--- config.mk ---
export PLATFORM = sky130hd
export DESIGN_NAME = rph_regs
export DESIGN_NICKNAME = d
export VERILOG_FILES = /design/src/include/rph_pkg.sv /design/src/core/rph_sync.sv /design/src/core/rph_regs.sv
export SDC_FILE = /design/constraint.sdc
export NUM_CORES = 1
export LEC_CHECK = 0
export ABC_AREA = 1
export ABC_CLOCK_PERIOD_IN_PS = 2600
export BUFFER_PORTS_ARGS = -buffer_cell sky130_fd_sc_hd__buf_2
export CORE_ASPECT_RATIO = 1.5
export CORE_MARGIN = 2
export CORE_UTILIZATION = 40
export CTS_BUF_LIST = sky130_fd_sc_hd__clkbuf_4 sky130_fd_sc_hd__clkbuf_8
export DETAILED_ROUTE_END_ITERATION = 12
export GPL_ROUTABILITY_DRIVEN = 0
export SYNTH_ARGS = -nofsm -noshare
export SYNTH_HDL_FRONTEND = slang
export SYNTH_SLANG_ARGS = --single-unit
--- constraint.sdc ---
create_clock -name i_core_clk -period 2.6 [get_ports i_core_clk]
set_input_delay 0.26 -clock i_core_clk [delete_from_list [all_inputs] [get_ports i_core_clk]]
set_output_delay 0.26 -clock i_core_clk [all_outputs]
set_load 0.05 [all_outputs]
--- src/include/rph_pkg.sv ---
// package of constants and types for the receiver-port and pin control register bank
package rph_pkg;

	// register byte addresses
	localparam logic [7:0] RPH_OFS_RX_PORT   = 8'h0c;
	localparam logic [7:0] RPH_OFS_IO_SUPPLY = 8'h0d;
	localparam logic [7:0] RPH_OFS_PIN_STS   = 8'h0e;
	localparam logic [7:0] RPH_OFS_PIN_IN    = 8'h0f;

	// field positions
	localparam int RPH_LOCK_SEL_LSB = 2;
	localparam int RPH_RX1_BIT      = 1;
	localparam int RPH_RX0_BIT      = 0;
	localparam int RPH_RX_RSVD_LSB  = 6;
	localparam int RPH_LEVEL_BIT    = 7;
	localparam int RPH_OVR_BIT      = 6;
	localparam int RPH_MODE_LSB     = 4;
	localparam int RPH_IO_RSVD_LSB  = 0;
	localparam int RPH_NPINS        = 7;

	// values after reset and fixed read values
	localparam logic [1:0] RPH_RX_RSVD_VAL  = 2'h2;
	localparam logic [1:0] RPH_LOCK_SEL_RST = 2'h0;
	localparam logic [3:0] RPH_IO_RSVD_RST  = 4'h9;
	localparam logic [6:0] RPH_PIN_IN_RST   = 7'h7f;

	// supply mode codes; 2'h1 and 2'h2 are reserved
	localparam logic [1:0] RPH_MODE_1V8 = 2'h0;
	localparam logic [1:0] RPH_MODE_3V3 = 2'h3;

	// 7-bit target address, value arbitrary
	localparam logic [6:0] RPH_I2C_ADDR = 7'h3d;
	localparam logic [3:0] RPH_BYTE_BITS = 4'h8;
	localparam logic [3:0] RPH_LAST_BIT  = 4'h7;

	typedef enum logic [1:0] {
		LOCK_PORT0 = 2'b00,
		LOCK_PORT1 = 2'b01,
		LOCK_ANY   = 2'b10,
		LOCK_ALL   = 2'b11
	} rph_lock_sel_type;

	typedef enum logic [2:0] {
		ST_IDLE = 3'b000,
		ST_RECV = 3'b001,
		ST_ACK  = 3'b010,
		ST_SEND = 3'b011,
		ST_MACK = 3'b100
	} rph_st_type;

	typedef struct packed {
		logic       valid;
		logic [7:0] addr;
		logic [7:0] data;
	} rph_wr_type;

	typedef struct packed {
		logic [1:0] lock_sel;
		logic       rx_channel1_on;
		logic       rx_channel0_on;
		logic       io_level_select;
		logic       supply_setting_override;
		logic [1:0] supply_mode;
		logic [3:0] io_rsvd;
		logic [6:0] pin_input_on;
	} rph_cfg_type;

	localparam rph_cfg_type RPH_CFG_RST = '{
		lock_sel:                RPH_LOCK_SEL_RST,
		rx_channel1_on:          1'b1,
		rx_channel0_on:          1'b1,
		io_level_select:         1'b0,
		supply_setting_override: 1'b0,
		supply_mode:             RPH_MODE_1V8,
		io_rsvd:                 RPH_IO_RSVD_RST,
		pin_input_on:            RPH_PIN_IN_RST
	};

endpackage : rph_pkg

--- src/core/rph_sync.sv ---
// two-flop synchroniser for asynchronous pin inputs
`timescale 1ns/1ps
module rph_sync #(
	parameter int W = 1
) (
	input  wire logic         i_clk,    // core clock
	input  wire logic         i_arst_n, // async reset, active low
	input  wire logic [W-1:0] i_d,      // asynchronous inputs
	output logic      [W-1:0] o_q       // synchronised outputs
);

	logic [W-1:0] meta_r;
	logic [W-1:0] meta_nxt;
	logic [W-1:0] q_r;
	logic [W-1:0] q_nxt;

	always_comb begin
		meta_nxt = i_d;
		q_nxt    = meta_r;
	end

	always_ff @(posedge i_clk or negedge i_arst_n) begin
		if (!i_arst_n) begin
			meta_r <= '0;
			q_r    <= '0;
		end else begin
			meta_r <= meta_nxt;
			q_r    <= q_nxt;
		end
	end

	assign o_q = q_r;

endmodule : rph_sync

--- src/core/rph_regs.sv ---
// receiver-port, supply and pin control register bank behind an i2c target
`timescale 1ns/1ps
module rph_regs
	import rph_pkg::*;
(
	input  wire logic       i_core_clk,         // core clock, 250 MHz
	input  wire logic       i_arst_n,           // async reset, active low
	input  wire logic       i_scl,              // i2c clock pin level
	input  wire logic       i_sda,              // i2c data pin level
	output logic            o_sda,              // i2c data drive value, always low
	output logic            o_sda_oe,           // i2c data pulled low while high
	input  rph_wr_type      i_remote_wr,        // write from the remote control path
	input  wire logic [1:0] i_rx_lock,          // per-port receiver lock
	input  wire logic       i_io_detect_3v3,    // detected i/o level, 1 is 3.3V
	input  wire logic [6:0] i_gpio,             // gpio pin levels
	output logic            o_lock,             // selected lock indication
	output logic [1:0]      o_rx_channel_on,    // receiver enables, bit n is port n
	output logic            o_io_level_select,  // applied level select
	output logic [1:0]      o_supply_mode,      // applied supply mode
	output logic [6:0]      o_pin_input_on      // per-pin input path enables
);

	logic [9:0] sync_q;
	logic       scl_s, sda_s, det_s;
	logic [6:0] gpio_s;
	// bus pins pass inverted, so the zero reset of the flops reads as idle high
	rph_sync #(.W(10)) u_sync (
		.i_clk    (i_core_clk),
		.i_arst_n (i_arst_n),
		.i_d      ({~i_scl, ~i_sda, i_io_detect_3v3, i_gpio}),
		.o_q      (sync_q)
	);
	assign {scl_s, sda_s, det_s, gpio_s} = {~sync_q[9:8], sync_q[7:0]};

	// register write; remote path never reaches the lock selector
	function automatic rph_cfg_type apply_wr(input rph_cfg_type c, input rph_wr_type w,
		input logic local_wr);
		rph_cfg_type r;
		r = c;
		if (w.valid) begin
			case (w.addr)
				RPH_OFS_RX_PORT: begin
					if (local_wr) r.lock_sel = w.data[RPH_LOCK_SEL_LSB +: 2];
					r.rx_channel1_on = w.data[RPH_RX1_BIT];
					r.rx_channel0_on = w.data[RPH_RX0_BIT];
				end
				RPH_OFS_IO_SUPPLY: begin
					r.io_level_select         = w.data[RPH_LEVEL_BIT];
					r.supply_setting_override = w.data[RPH_OVR_BIT];
					r.supply_mode             = w.data[RPH_MODE_LSB +: 2];
					r.io_rsvd                 = w.data[RPH_IO_RSVD_LSB +: 4];
				end
				RPH_OFS_PIN_IN: begin
					r.pin_input_on = w.data[RPH_NPINS-1:0];
				end
				default: ;
			endcase
		end
		return r;
	endfunction : apply_wr

	function automatic logic [1:0] det_mode(input logic det);
		return det ? RPH_MODE_3V3 : RPH_MODE_1V8;
	endfunction : det_mode
	function automatic logic [7:0] rd_byte(input logic [7:0] a, input rph_cfg_type c,
		input logic det, input logic [6:0] pins);
		logic [7:0] d;
		d = 8'h00;
		case (a)
			RPH_OFS_RX_PORT: begin
				d[RPH_RX_RSVD_LSB +: 2] = RPH_RX_RSVD_VAL;
				d[RPH_LOCK_SEL_LSB +: 2] = c.lock_sel;
				d[RPH_RX1_BIT] = c.rx_channel1_on;
				d[RPH_RX0_BIT] = c.rx_channel0_on;
			end
			RPH_OFS_IO_SUPPLY: begin
				d[RPH_LEVEL_BIT] = c.supply_setting_override ? c.io_level_select : det;
				d[RPH_OVR_BIT] = c.supply_setting_override;
				d[RPH_MODE_LSB +: 2] = c.supply_setting_override ? c.supply_mode
					: det_mode(det);
				d[RPH_IO_RSVD_LSB +: 4] = c.io_rsvd;
			end
			RPH_OFS_PIN_STS: begin
				// disabled input paths read low
				d[RPH_NPINS-1:0] = pins & c.pin_input_on;
			end
			RPH_OFS_PIN_IN: begin
				d[RPH_NPINS-1:0] = c.pin_input_on;
			end
			default: ;
		endcase
		return d;
	endfunction : rd_byte

	// i2c target state
	rph_st_type  st_r, st_nxt;
	logic        scl_prev_r, sda_prev_r;
	logic [3:0]  bit_cnt_r, bit_cnt_nxt;
	logic [7:0]  shift_r, shift_nxt;
	logic [1:0]  byte_idx_r, byte_idx_nxt;
	logic        rd_r, rd_nxt;
	logic        acked_r, acked_nxt;
	logic [7:0]  ptr_r, ptr_nxt;
	logic        oe_r, oe_nxt;
	rph_wr_type  i2c_wr;
	logic [7:0]  rd_data;
	logic        scl_rise, scl_fall, start_cond, stop_cond;
	rph_cfg_type cfg_r, cfg_nxt;

	assign scl_rise   = scl_s & ~scl_prev_r;
	assign scl_fall   = ~scl_s & scl_prev_r;
	assign start_cond = scl_s & scl_prev_r & sda_prev_r & ~sda_s;
	assign stop_cond  = scl_s & scl_prev_r & ~sda_prev_r & sda_s;
	// sampled at load time, so each status read sees the pins of that moment
	assign rd_data    = rd_byte(ptr_r, cfg_r, det_s, gpio_s);
	always_comb begin
		st_nxt       = st_r;
		bit_cnt_nxt  = bit_cnt_r;
		shift_nxt    = shift_r;
		byte_idx_nxt = byte_idx_r;
		rd_nxt       = rd_r;
		acked_nxt    = acked_r;
		ptr_nxt      = ptr_r;
		oe_nxt       = oe_r;
		i2c_wr       = '0;
		if (stop_cond) begin
			st_nxt = ST_IDLE;
			oe_nxt = 1'b0;
		end else if (start_cond) begin
			st_nxt       = ST_RECV;
			bit_cnt_nxt  = 4'h0;
			byte_idx_nxt = 2'h0;
			oe_nxt       = 1'b0;
		end else begin
			case (st_r)
				ST_RECV: begin
					if (scl_rise && bit_cnt_r < RPH_BYTE_BITS) begin
						shift_nxt   = {shift_r[6:0], sda_s};
						bit_cnt_nxt = bit_cnt_r + 4'h1;
					end else if (scl_fall && bit_cnt_r == RPH_BYTE_BITS) begin
						bit_cnt_nxt = 4'h0;
						if (byte_idx_r != 2'h0 || shift_r[7:1] == RPH_I2C_ADDR) begin
							st_nxt = ST_ACK;
							oe_nxt = 1'b1;
							if (byte_idx_r == 2'h0) rd_nxt = shift_r[0];
						end else begin
							st_nxt = ST_IDLE;
						end
					end
				end
				ST_ACK: begin
					if (scl_fall) begin
						oe_nxt = 1'b0;
						st_nxt = ST_RECV;
						if (byte_idx_r == 2'h0) begin
							byte_idx_nxt = 2'h1;
							if (rd_r) begin
								shift_nxt = rd_data;
								ptr_nxt   = ptr_r + 8'h01;
								oe_nxt    = ~rd_data[7];
								st_nxt    = ST_SEND;
							end
						end else if (byte_idx_r == 2'h1) begin
							ptr_nxt      = shift_r;
							byte_idx_nxt = 2'h2;
						end else begin
							i2c_wr  = '{valid: 1'b1, addr: ptr_r, data: shift_r};
							ptr_nxt = ptr_r + 8'h01;
						end
					end
				end
				ST_SEND: begin
					if (scl_fall) begin
						if (bit_cnt_r == RPH_LAST_BIT) begin
							oe_nxt      = 1'b0;
							bit_cnt_nxt = 4'h0;
							st_nxt      = ST_MACK;
						end else begin
							shift_nxt   = {shift_r[6:0], 1'b0};
							bit_cnt_nxt = bit_cnt_r + 4'h1;
							oe_nxt      = ~shift_r[6];
						end
					end
				end
				ST_MACK: begin
					if (scl_rise) begin
						acked_nxt = ~sda_s;
					end else if (scl_fall) begin
						if (acked_r) begin
							shift_nxt = rd_data;
							ptr_nxt   = ptr_r + 8'h01;
							oe_nxt    = ~rd_data[7];
							st_nxt    = ST_SEND;
						end else begin
							st_nxt = ST_IDLE;
						end
					end
				end
				default: begin
					st_nxt = ST_IDLE;
				end
			endcase
		end
	end
	always_ff @(posedge i_core_clk or negedge i_arst_n) begin
		if (!i_arst_n) begin
			st_r       <= ST_IDLE;
			scl_prev_r <= 1'b1;
			sda_prev_r <= 1'b1;
			bit_cnt_r  <= 4'h0;
			shift_r    <= 8'h00;
			byte_idx_r <= 2'h0;
			rd_r       <= 1'b0;
			acked_r    <= 1'b0;
			ptr_r      <= 8'h00;
			oe_r       <= 1'b0;
		end else begin
			st_r       <= st_nxt;
			scl_prev_r <= scl_s;
			sda_prev_r <= sda_s;
			bit_cnt_r  <= bit_cnt_nxt;
			shift_r    <= shift_nxt;
			byte_idx_r <= byte_idx_nxt;
			rd_r       <= rd_nxt;
			acked_r    <= acked_nxt;
			ptr_r      <= ptr_nxt;
			oe_r       <= oe_nxt;
		end
	end

	// local write applied last so it wins a same-cycle clash
	always_comb begin
		cfg_nxt = apply_wr(apply_wr(cfg_r, i_remote_wr, 1'b0), i2c_wr, 1'b1);
	end
	always_ff @(posedge i_core_clk or negedge i_arst_n) begin
		if (!i_arst_n) begin
			cfg_r <= RPH_CFG_RST;
		end else begin
			cfg_r <= cfg_nxt;
		end
	end

	// applied controls
	logic       lock_r, lock_nxt;
	logic       level_r, level_nxt;
	logic [1:0] mode_r, mode_nxt;
	logic [1:0] en_v;
	assign en_v = {cfg_r.rx_channel1_on, cfg_r.rx_channel0_on};

	always_comb begin
		case (rph_lock_sel_type'(cfg_r.lock_sel))
			LOCK_PORT0: lock_nxt = i_rx_lock[0];
			LOCK_PORT1: lock_nxt = i_rx_lock[1];
			LOCK_ANY:   lock_nxt = |(i_rx_lock & en_v);
			// no enabled port means no lock
			LOCK_ALL:   lock_nxt = (|en_v) & (&(i_rx_lock | ~en_v));
			default:    lock_nxt = 1'b0;
		endcase
		level_nxt = cfg_r.supply_setting_override ? cfg_r.io_level_select : det_s;
		mode_nxt  = cfg_r.supply_setting_override ? cfg_r.supply_mode
			: det_mode(det_s);
	end
	always_ff @(posedge i_core_clk or negedge i_arst_n) begin
		if (!i_arst_n) begin
			lock_r  <= 1'b0;
			level_r <= 1'b0;
			mode_r  <= RPH_MODE_1V8;
		end else begin
			lock_r  <= lock_nxt;
			level_r <= level_nxt;
			mode_r  <= mode_nxt;
		end
	end
	assign o_sda             = 1'b0;
	assign o_sda_oe          = oe_r;
	assign o_lock            = lock_r;
	assign o_rx_channel_on   = en_v;
	assign o_io_level_select = level_r;
	assign o_supply_mode     = mode_r;
	assign o_pin_input_on    = cfg_r.pin_input_on;

endmodule : rph_regs

# Word level (Yosys, flattened, before mapping)
# Index checks and enable logic that the tools add are counted.
[classes] addsub=2 order_cmp=1 n_eq_ne=42 muxes=79 n_bitwise=24 n_reduce_logical=25
[ops] op="$mux W8" count=18
[ops] op="$mux W17" count=8
[ops] op="$eq A8 B4 Y1 const B" count=10
[ops] op="$ne A4 B4 Y1 const B" count=10
[ops] op="$pmux W8 S4" count=1
[ops] op="$mux W3" count=9
[ops] op="$mux W2" count=13
[ops] op="$mux W4" count=5
[ops] op="$ne A2 B2 Y1 const B" count=9
[ops] op="$pmux W4 S4" count=1
[ops] op="$pmux W8 S2" count=1
[ops] op="$mux W1" count=14
[ops] op="$mux W7" count=2
[ops] op="$reduce_and A7 Y1" count=2
[ops] op="$pmux W3 S4" count=1
[ops] op="$reduce_and A12 Y1" count=1
[ops] op="$reduce_and A4 Y1" count=3
[ops] op="$not A1 Y1" count=11
[ops] op="$reduce_and A9 Y1" count=1
[ops] op="$add A8 B1 Y8 const B" count=1
[ops] op="$and A1 B1 Y1" count=8
[ops] op="$pmux W1 S4" count=2
[ops] op="$pmux W4 S2" count=1
[ops] op="$reduce_and A8 Y1" count=1
[ops] op="other kinds (27)" count=40
[word_totals] ff_bits=73 inputBits=31 output_inout_bits=15 elab_cells=196

# Longest topological paths before layout
[depth] ltp_word=10 ltp_mapped=11 ltp_nobuf=11

# Cells and area by module
# From an unflattened synthesis, not the netlist that was laid out.
[hier_totals] hier_cells=587 area_unflattened_um2=4257.8
[modules_own_cells] mod="rph_regs" instances=1 cells_each=567 area_each_um2=3757.4 seq_area_each_um2=1342.5
[modules_own_cells] mod="rph_sync" instances=1 cells_each=20 area_each_um2=500.5 seq_area_each_um2=500.5

# Worst setup path before layout
# OpenSTA, ideal clock, no wires.
[synth_path] kind="flip-flop to flip-flop" startpoint="register ptr_r[0]" endpoint="register shift_r[1]" setup_ns=0.071 arrival_time_ns=1.428 required_time_ns=2.529 slack_ns=1.100 stages_incl_launch_ff=11 path_buffers=0 period_less_slack_ns=1.500 path_cell_list="dfrtp_1 inv_1 ha_1 inv_1 nor2_1 nand4_1 nand2_1 nor2_1 nor2_1 nor2_1 nor2_1"
[synth_via] elab_chain_len=6 word_cells_on_any_way=12 cone_classes="4 x eq/ne; 8 x mux"
[synth_rtl] item="start: declaration" line_no="rph_regs.sv:103" rtl="logic [7:0] ptr_r, ptr_nxt;"
[synth_rtl] item="start signal: assignment" line_no="rph_regs.sv:226" rtl="ptr_r <= ptr_nxt;"
[synth_rtl] item="$eq A8 B4 Y1" line_no="rph_regs.sv:69" rtl="case (a)"
[synth_rtl] item="$pmux W4 S4 *" line_no="rph_regs.sv:69"
[synth_rtl] item="$mux W8, on equally long branches" line_no="rph_regs.sv:189, rph_regs.sv:157"
[synth_rtl] item="$mux W8, on equally long branches" line_no="rph_regs.sv:188, rph_regs.sv:155"
[synth_rtl] item="$mux W8, on equally long branches" line_no="rph_regs.sv:186, rph_regs.sv:152"
[synth_rtl] item="$pmux W8 S4 *" line_no="rph_regs.sv:135" rtl="case (st_r)"
[synth_rtl] item="end signal: assignment" line_no="rph_regs.sv:222" rtl="shift_r <= shift_nxt;"
[synth_rtl] item="end: declaration" line_no="rph_regs.sv:99" rtl="logic [7:0] shift_r, shift_nxt;"
# Mark *: on every way between the ends. The rest lies on a longest branch, timed or not. The select of a mux whose other input is x is not followed.
# A chain may end at the register's enable or synchronous reset.

# Worst setup path in the final report
# Ends and elaborated chain as after synthesis.

==> metrics.md <==
| Metric | Value |
|---|---|
| Run status | finished, final reports clean |
| Overall routed net length | about 11000 µm |
| Clock Tree Buf Depth | 2 |
| Sink Count | 73 |
| Gate count of the mapped netlist | 579 |
| Iteration-0 DRC count of the detailed router | slightly below 200 |
| Number of gates given a new drive strength after cts | 0 |
| Fin. max-slew vios | 0 |
| Share of the synthesized area in the top cell type | between 30% and 40% |
| Vert. Die Dim | around 130 µm |
| Final non-filler cell area | 4858 µm² |
| Total power | around 0.0029 W |
| Setup Crit Path Kind | reg2reg |
| Overall die area | 11580 µm² |
| Total routing resource utilization after global routing | 20.89% |
| Net count after synthesis | around 620 |
| Max IR drop VDD | 0.0003645 V |
| Number of antenna violations at the first check in global routing | 0 |
| Final Hold Vio Count | 0 |
| Register area share after synthesis | 42.99% |
| Kind of end point of the critical path | flip-flop |
| Flops & latches, synth | 73 |
| H-tree depth | 3 |
| Wire length of the first global-routing pass | 18170 µm |
| Highest achievable clock rate | between 500 and 600 MHz |
| Layout filler cell count | between 1000 and 1500 |
| Number of vias in the routed layout | between 3000 and 4000 |
| Number of synthesized flops with an enable pin | 0 |
| Rows | 46 |
| Multi-input logic area | 2061 µm² |
| Half-perimeter wire length after detailed placement | 8674 µm |
| Setup crit start kind | flip-flop |
| Post-synthesis to final-layout area growth | 13.34% |
| Relative slew margins | 38.71% |
| Number of nets at the end of the flow | around 670 |
| Vias in the first global route | 3815 |
| WL/cell | about 15 µm |
| I/O Buffers | 44 |
| Maximum fanout along the worst path | 7 |
| Clk_skew | about 0.018 ns |
| Largest net degree at the start of global routing | 74 |
| Distinct cell type count after synthesis | 35 |
| Number of search-and-repair iterations in the first detailed-routing pass | 4 |
| CTS Hold Bufs | 8 |
| Setup violation total in the final timing report | 0 |
| Fraction of final layout cells sized beyond drive strength 1 | 18.48% |
| # diodes | 0 |
| Clock-pin slew on the worst setup and hold paths | 0.09 ns |
| Post-route clock period utilization | 70.78% |
| Horiz. Die Dim | about 90 µm |
| Synthesis warning total | 0 |
| Final setup TNS | 0 ns |
| Area of all sequential standard cells | 1843 µm² |
| Async set-reset flop share out of synthesis | 100.0% |
| Setup repair after global routing missed its margin | no |
| Ports placed on the boundary | 46 |
| Post-route DRC violation count | 0 |
| Cell taking the most area after synthesis | sky130_fd_sc_hd__dfrtp_1 |
| Synthesized area per cell | 7.403 µm² |
| Instance area at placement | 4586 µm² |
| Top cells by area in the synthesized netlist | sky130_fd_sc_hd__dfrtp_1 (35%), sky130_fd_sc_hd__nand2_1 (17%), sky130_fd_sc_hd__dfstp_2 (8.0%), sky130_fd_sc_hd__nand3_1 (6.1%), sky130_fd_sc_hd__inv_1 (5.2%) |
| Worst-Margin Slew | 0.9193 ns |
| TritonCTS clock tree | yes |
| Max-cap viol count | 0 |
| Core outline area | 10530 µm² |
| Power density of the placed cells | 587.4 nW/µm² |
| Number of buffers inserted to repair setup after CTS | 0 |
| Worst Hold Class | in2async |
| Crit path required time | 2.90 ns |
| Syn Std Cell Area | 4287 µm² |
| Via density | 5.042 |
| Total leakage power | 2.525 nW |
| Worst-Skew Late Latency | about 0.37 ns |
| CTS root buffer | sky130_fd_sc_hd__clkbuf_8 |
| Most used flip-flop cell after synthesis | sky130_fd_sc_hd__dfrtp_1 |
| Number of buffers created by CTS | 9 |
| Remaining Overflow, GRT | 0 |
| Critical path arrival | 2.14 ns |
| Period minus WS final | 1.840 ns |
| Count of antenna-violating nets left after detailed routing | 0 |
| Post-synth top cells | sky130_fd_sc_hd__nand2_1 (191), sky130_fd_sc_hd__dfrtp_1 (60), sky130_fd_sc_hd__inv_1 (59) |
| Most instantiated library cell after synthesis | sky130_fd_sc_hd__nand2_1 |
| Effective utilization at floorplan | between 40% and 50% |
-- metal layers --
| metal | track usage (%) | share of wire [%] |
|---|---|---|
| met3 | 3.204 | 3.5 |
| met2 | 39.41 | 54 |
| met1 | 22.03 | 38 |
| met5 | 0 | 0 |
| met4 | 10.25 | 4.0 |
-- sequential cells by signal (all words and copies together), names as in the netlist --
register,flops
bit_cnt_r,4
o_io_level_select,1
rd_r,1
o_lock,1
u_sync.o_q,10
st_r,3
scl_prev_r,1
u_sync.meta_r,10
sda_prev_r,1
cfg_r,10
o_sda_oe,1
o_rx_channel_on,2
acked_r,1
o_supply_mode,2
shift_r,8
ptr_r,8
o_pin_input_on,7
byte_idx_r,2
-- report_power, final --
group	leakage [nW]	total (W)	internal, W	switching (W)
registers	0.866	0.00141	0.00126	0.000148
clock network	0.101	0.000893	0.000378	0.000515
logic	1.56	0.000551	0.000166	0.000385
total	2.52	0.00285	0.00180	0.00105
-- layout by cell type (no fill, tap or decap), types with 7 or more instances in the layout --
| cell | instances |
|---|---|
| sky130_fd_sc_hd__dlygate4sd3_1 | 8 |
| sky130_fd_sc_hd__inv_1 | 59 |
| sky130_fd_sc_hd__nor2_1 | 46 |
| sky130_fd_sc_hd__nand2_2 | 9 |
| sky130_fd_sc_hd__nand3_2 | 7 |
| sky130_fd_sc_hd__o21ai_1 | 18 |
| sky130_fd_sc_hd__clkbuf_8 | 9 |
| sky130_fd_sc_hd__o21ai_0 | 24 |
| sky130_fd_sc_hd__dfstp_2 | 13 |
| sky130_fd_sc_hd__dfrtp_1 | 60 |
| sky130_fd_sc_hd__nand4_1 | 18 |
| sky130_fd_sc_hd__nand2_1 | 191 |
| sky130_fd_sc_hd__a21oi_1 | 10 |
| sky130_fd_sc_hd__buf_2 | 43 |
| sky130_fd_sc_hd__nand3_1 | 52 |
-- path summary, 6_finish.rpt --
check / from / to / slack [ns] / cells past startpoint
min in group i_core_clk: i_scl / u_sync.meta_r[9] / 0.02 / 2
hold / removal: i_arst_n / u_sync.o_q[7] / 0.007 / 1
hold reg to reg: u_sync.meta_r[4] / u_sync.o_q[4] / 0.34 / 0
setup reg to reg: ptr_r[0] / shift_r[1] / 0.76 / 10
setup / recovery: ptr_r[0] / shift_r[1] / 0.76 / 10
max in group asynchronous: i_arst_n / ptr_r[5] / 1.96 / 1
-- metrics by stage --
| step | instances | worst slack (ns) | hold slack [ns] | utilization, % |
|---|---|---|---|---|
| floorplan | 579 | 1.100 | -0.03559 | - |
| global placement | 753 | 0.8086 | 0.3333 | 43.54 |
| detailed placement | 753 | 0.7916 | 0.3364 | 43.54 |
| CTS | 777 | 0.7548 | 0.002474 | 46.13 |
| global route | 777 | 0.4967 | 0.002922 | 46.13 |
| finish | 777 | 0.7597 | 0.007469 | 46.13 |
-- area by class of cell --
class                           count  area share, %
Multi-Input combinational cell    422          42.42
Sequential cell                    73          37.93
Timing Repair Buffer               56          6.850
Inverter                           66          5.125
Tap cell                          144          3.708
Clock buffer                        9          2.550
Clock inverter                      7          1.416
-- worst max-delay path, cell delays in order, from the launching register on --
cell,delay (ns)
sky130_fd_sc_hd__dfrtp_1,0.46
sky130_fd_sc_hd__inv_1,0.20
sky130_fd_sc_hd__ha_1,0.17
sky130_fd_sc_hd__inv_1,0.04
sky130_fd_sc_hd__nor2_1,0.38
sky130_fd_sc_hd__nand4_1,0.14
sky130_fd_sc_hd__nand2_1,0.10
sky130_fd_sc_hd__nor2_1,0.05
sky130_fd_sc_hd__nor2_1,0.09
sky130_fd_sc_hd__nor2_1,0.05
sky130_fd_sc_hd__nor2_1,0.09
-- cell families (layout without fill, tap and decap cells) --
kind of cell / count (synthesis) / after routing / share of synthesized area (%)
AND/OR/NAND/NOR: 345 / 345 / 36.84
other: 1 / 1 / 0.08748
buffers and inverters: 84 / 138 / 8.931
XOR/XNOR: 2 / 2 / 0.4087
adder cells (fa/ha/maj): 6 / 6 / 1.751
flip-flops: 73 / 73 / 42.99
AO/OA/AOI/OAI: 68 / 68 / 8.990
No activity file was read; power rests on OpenSTA's default activity.
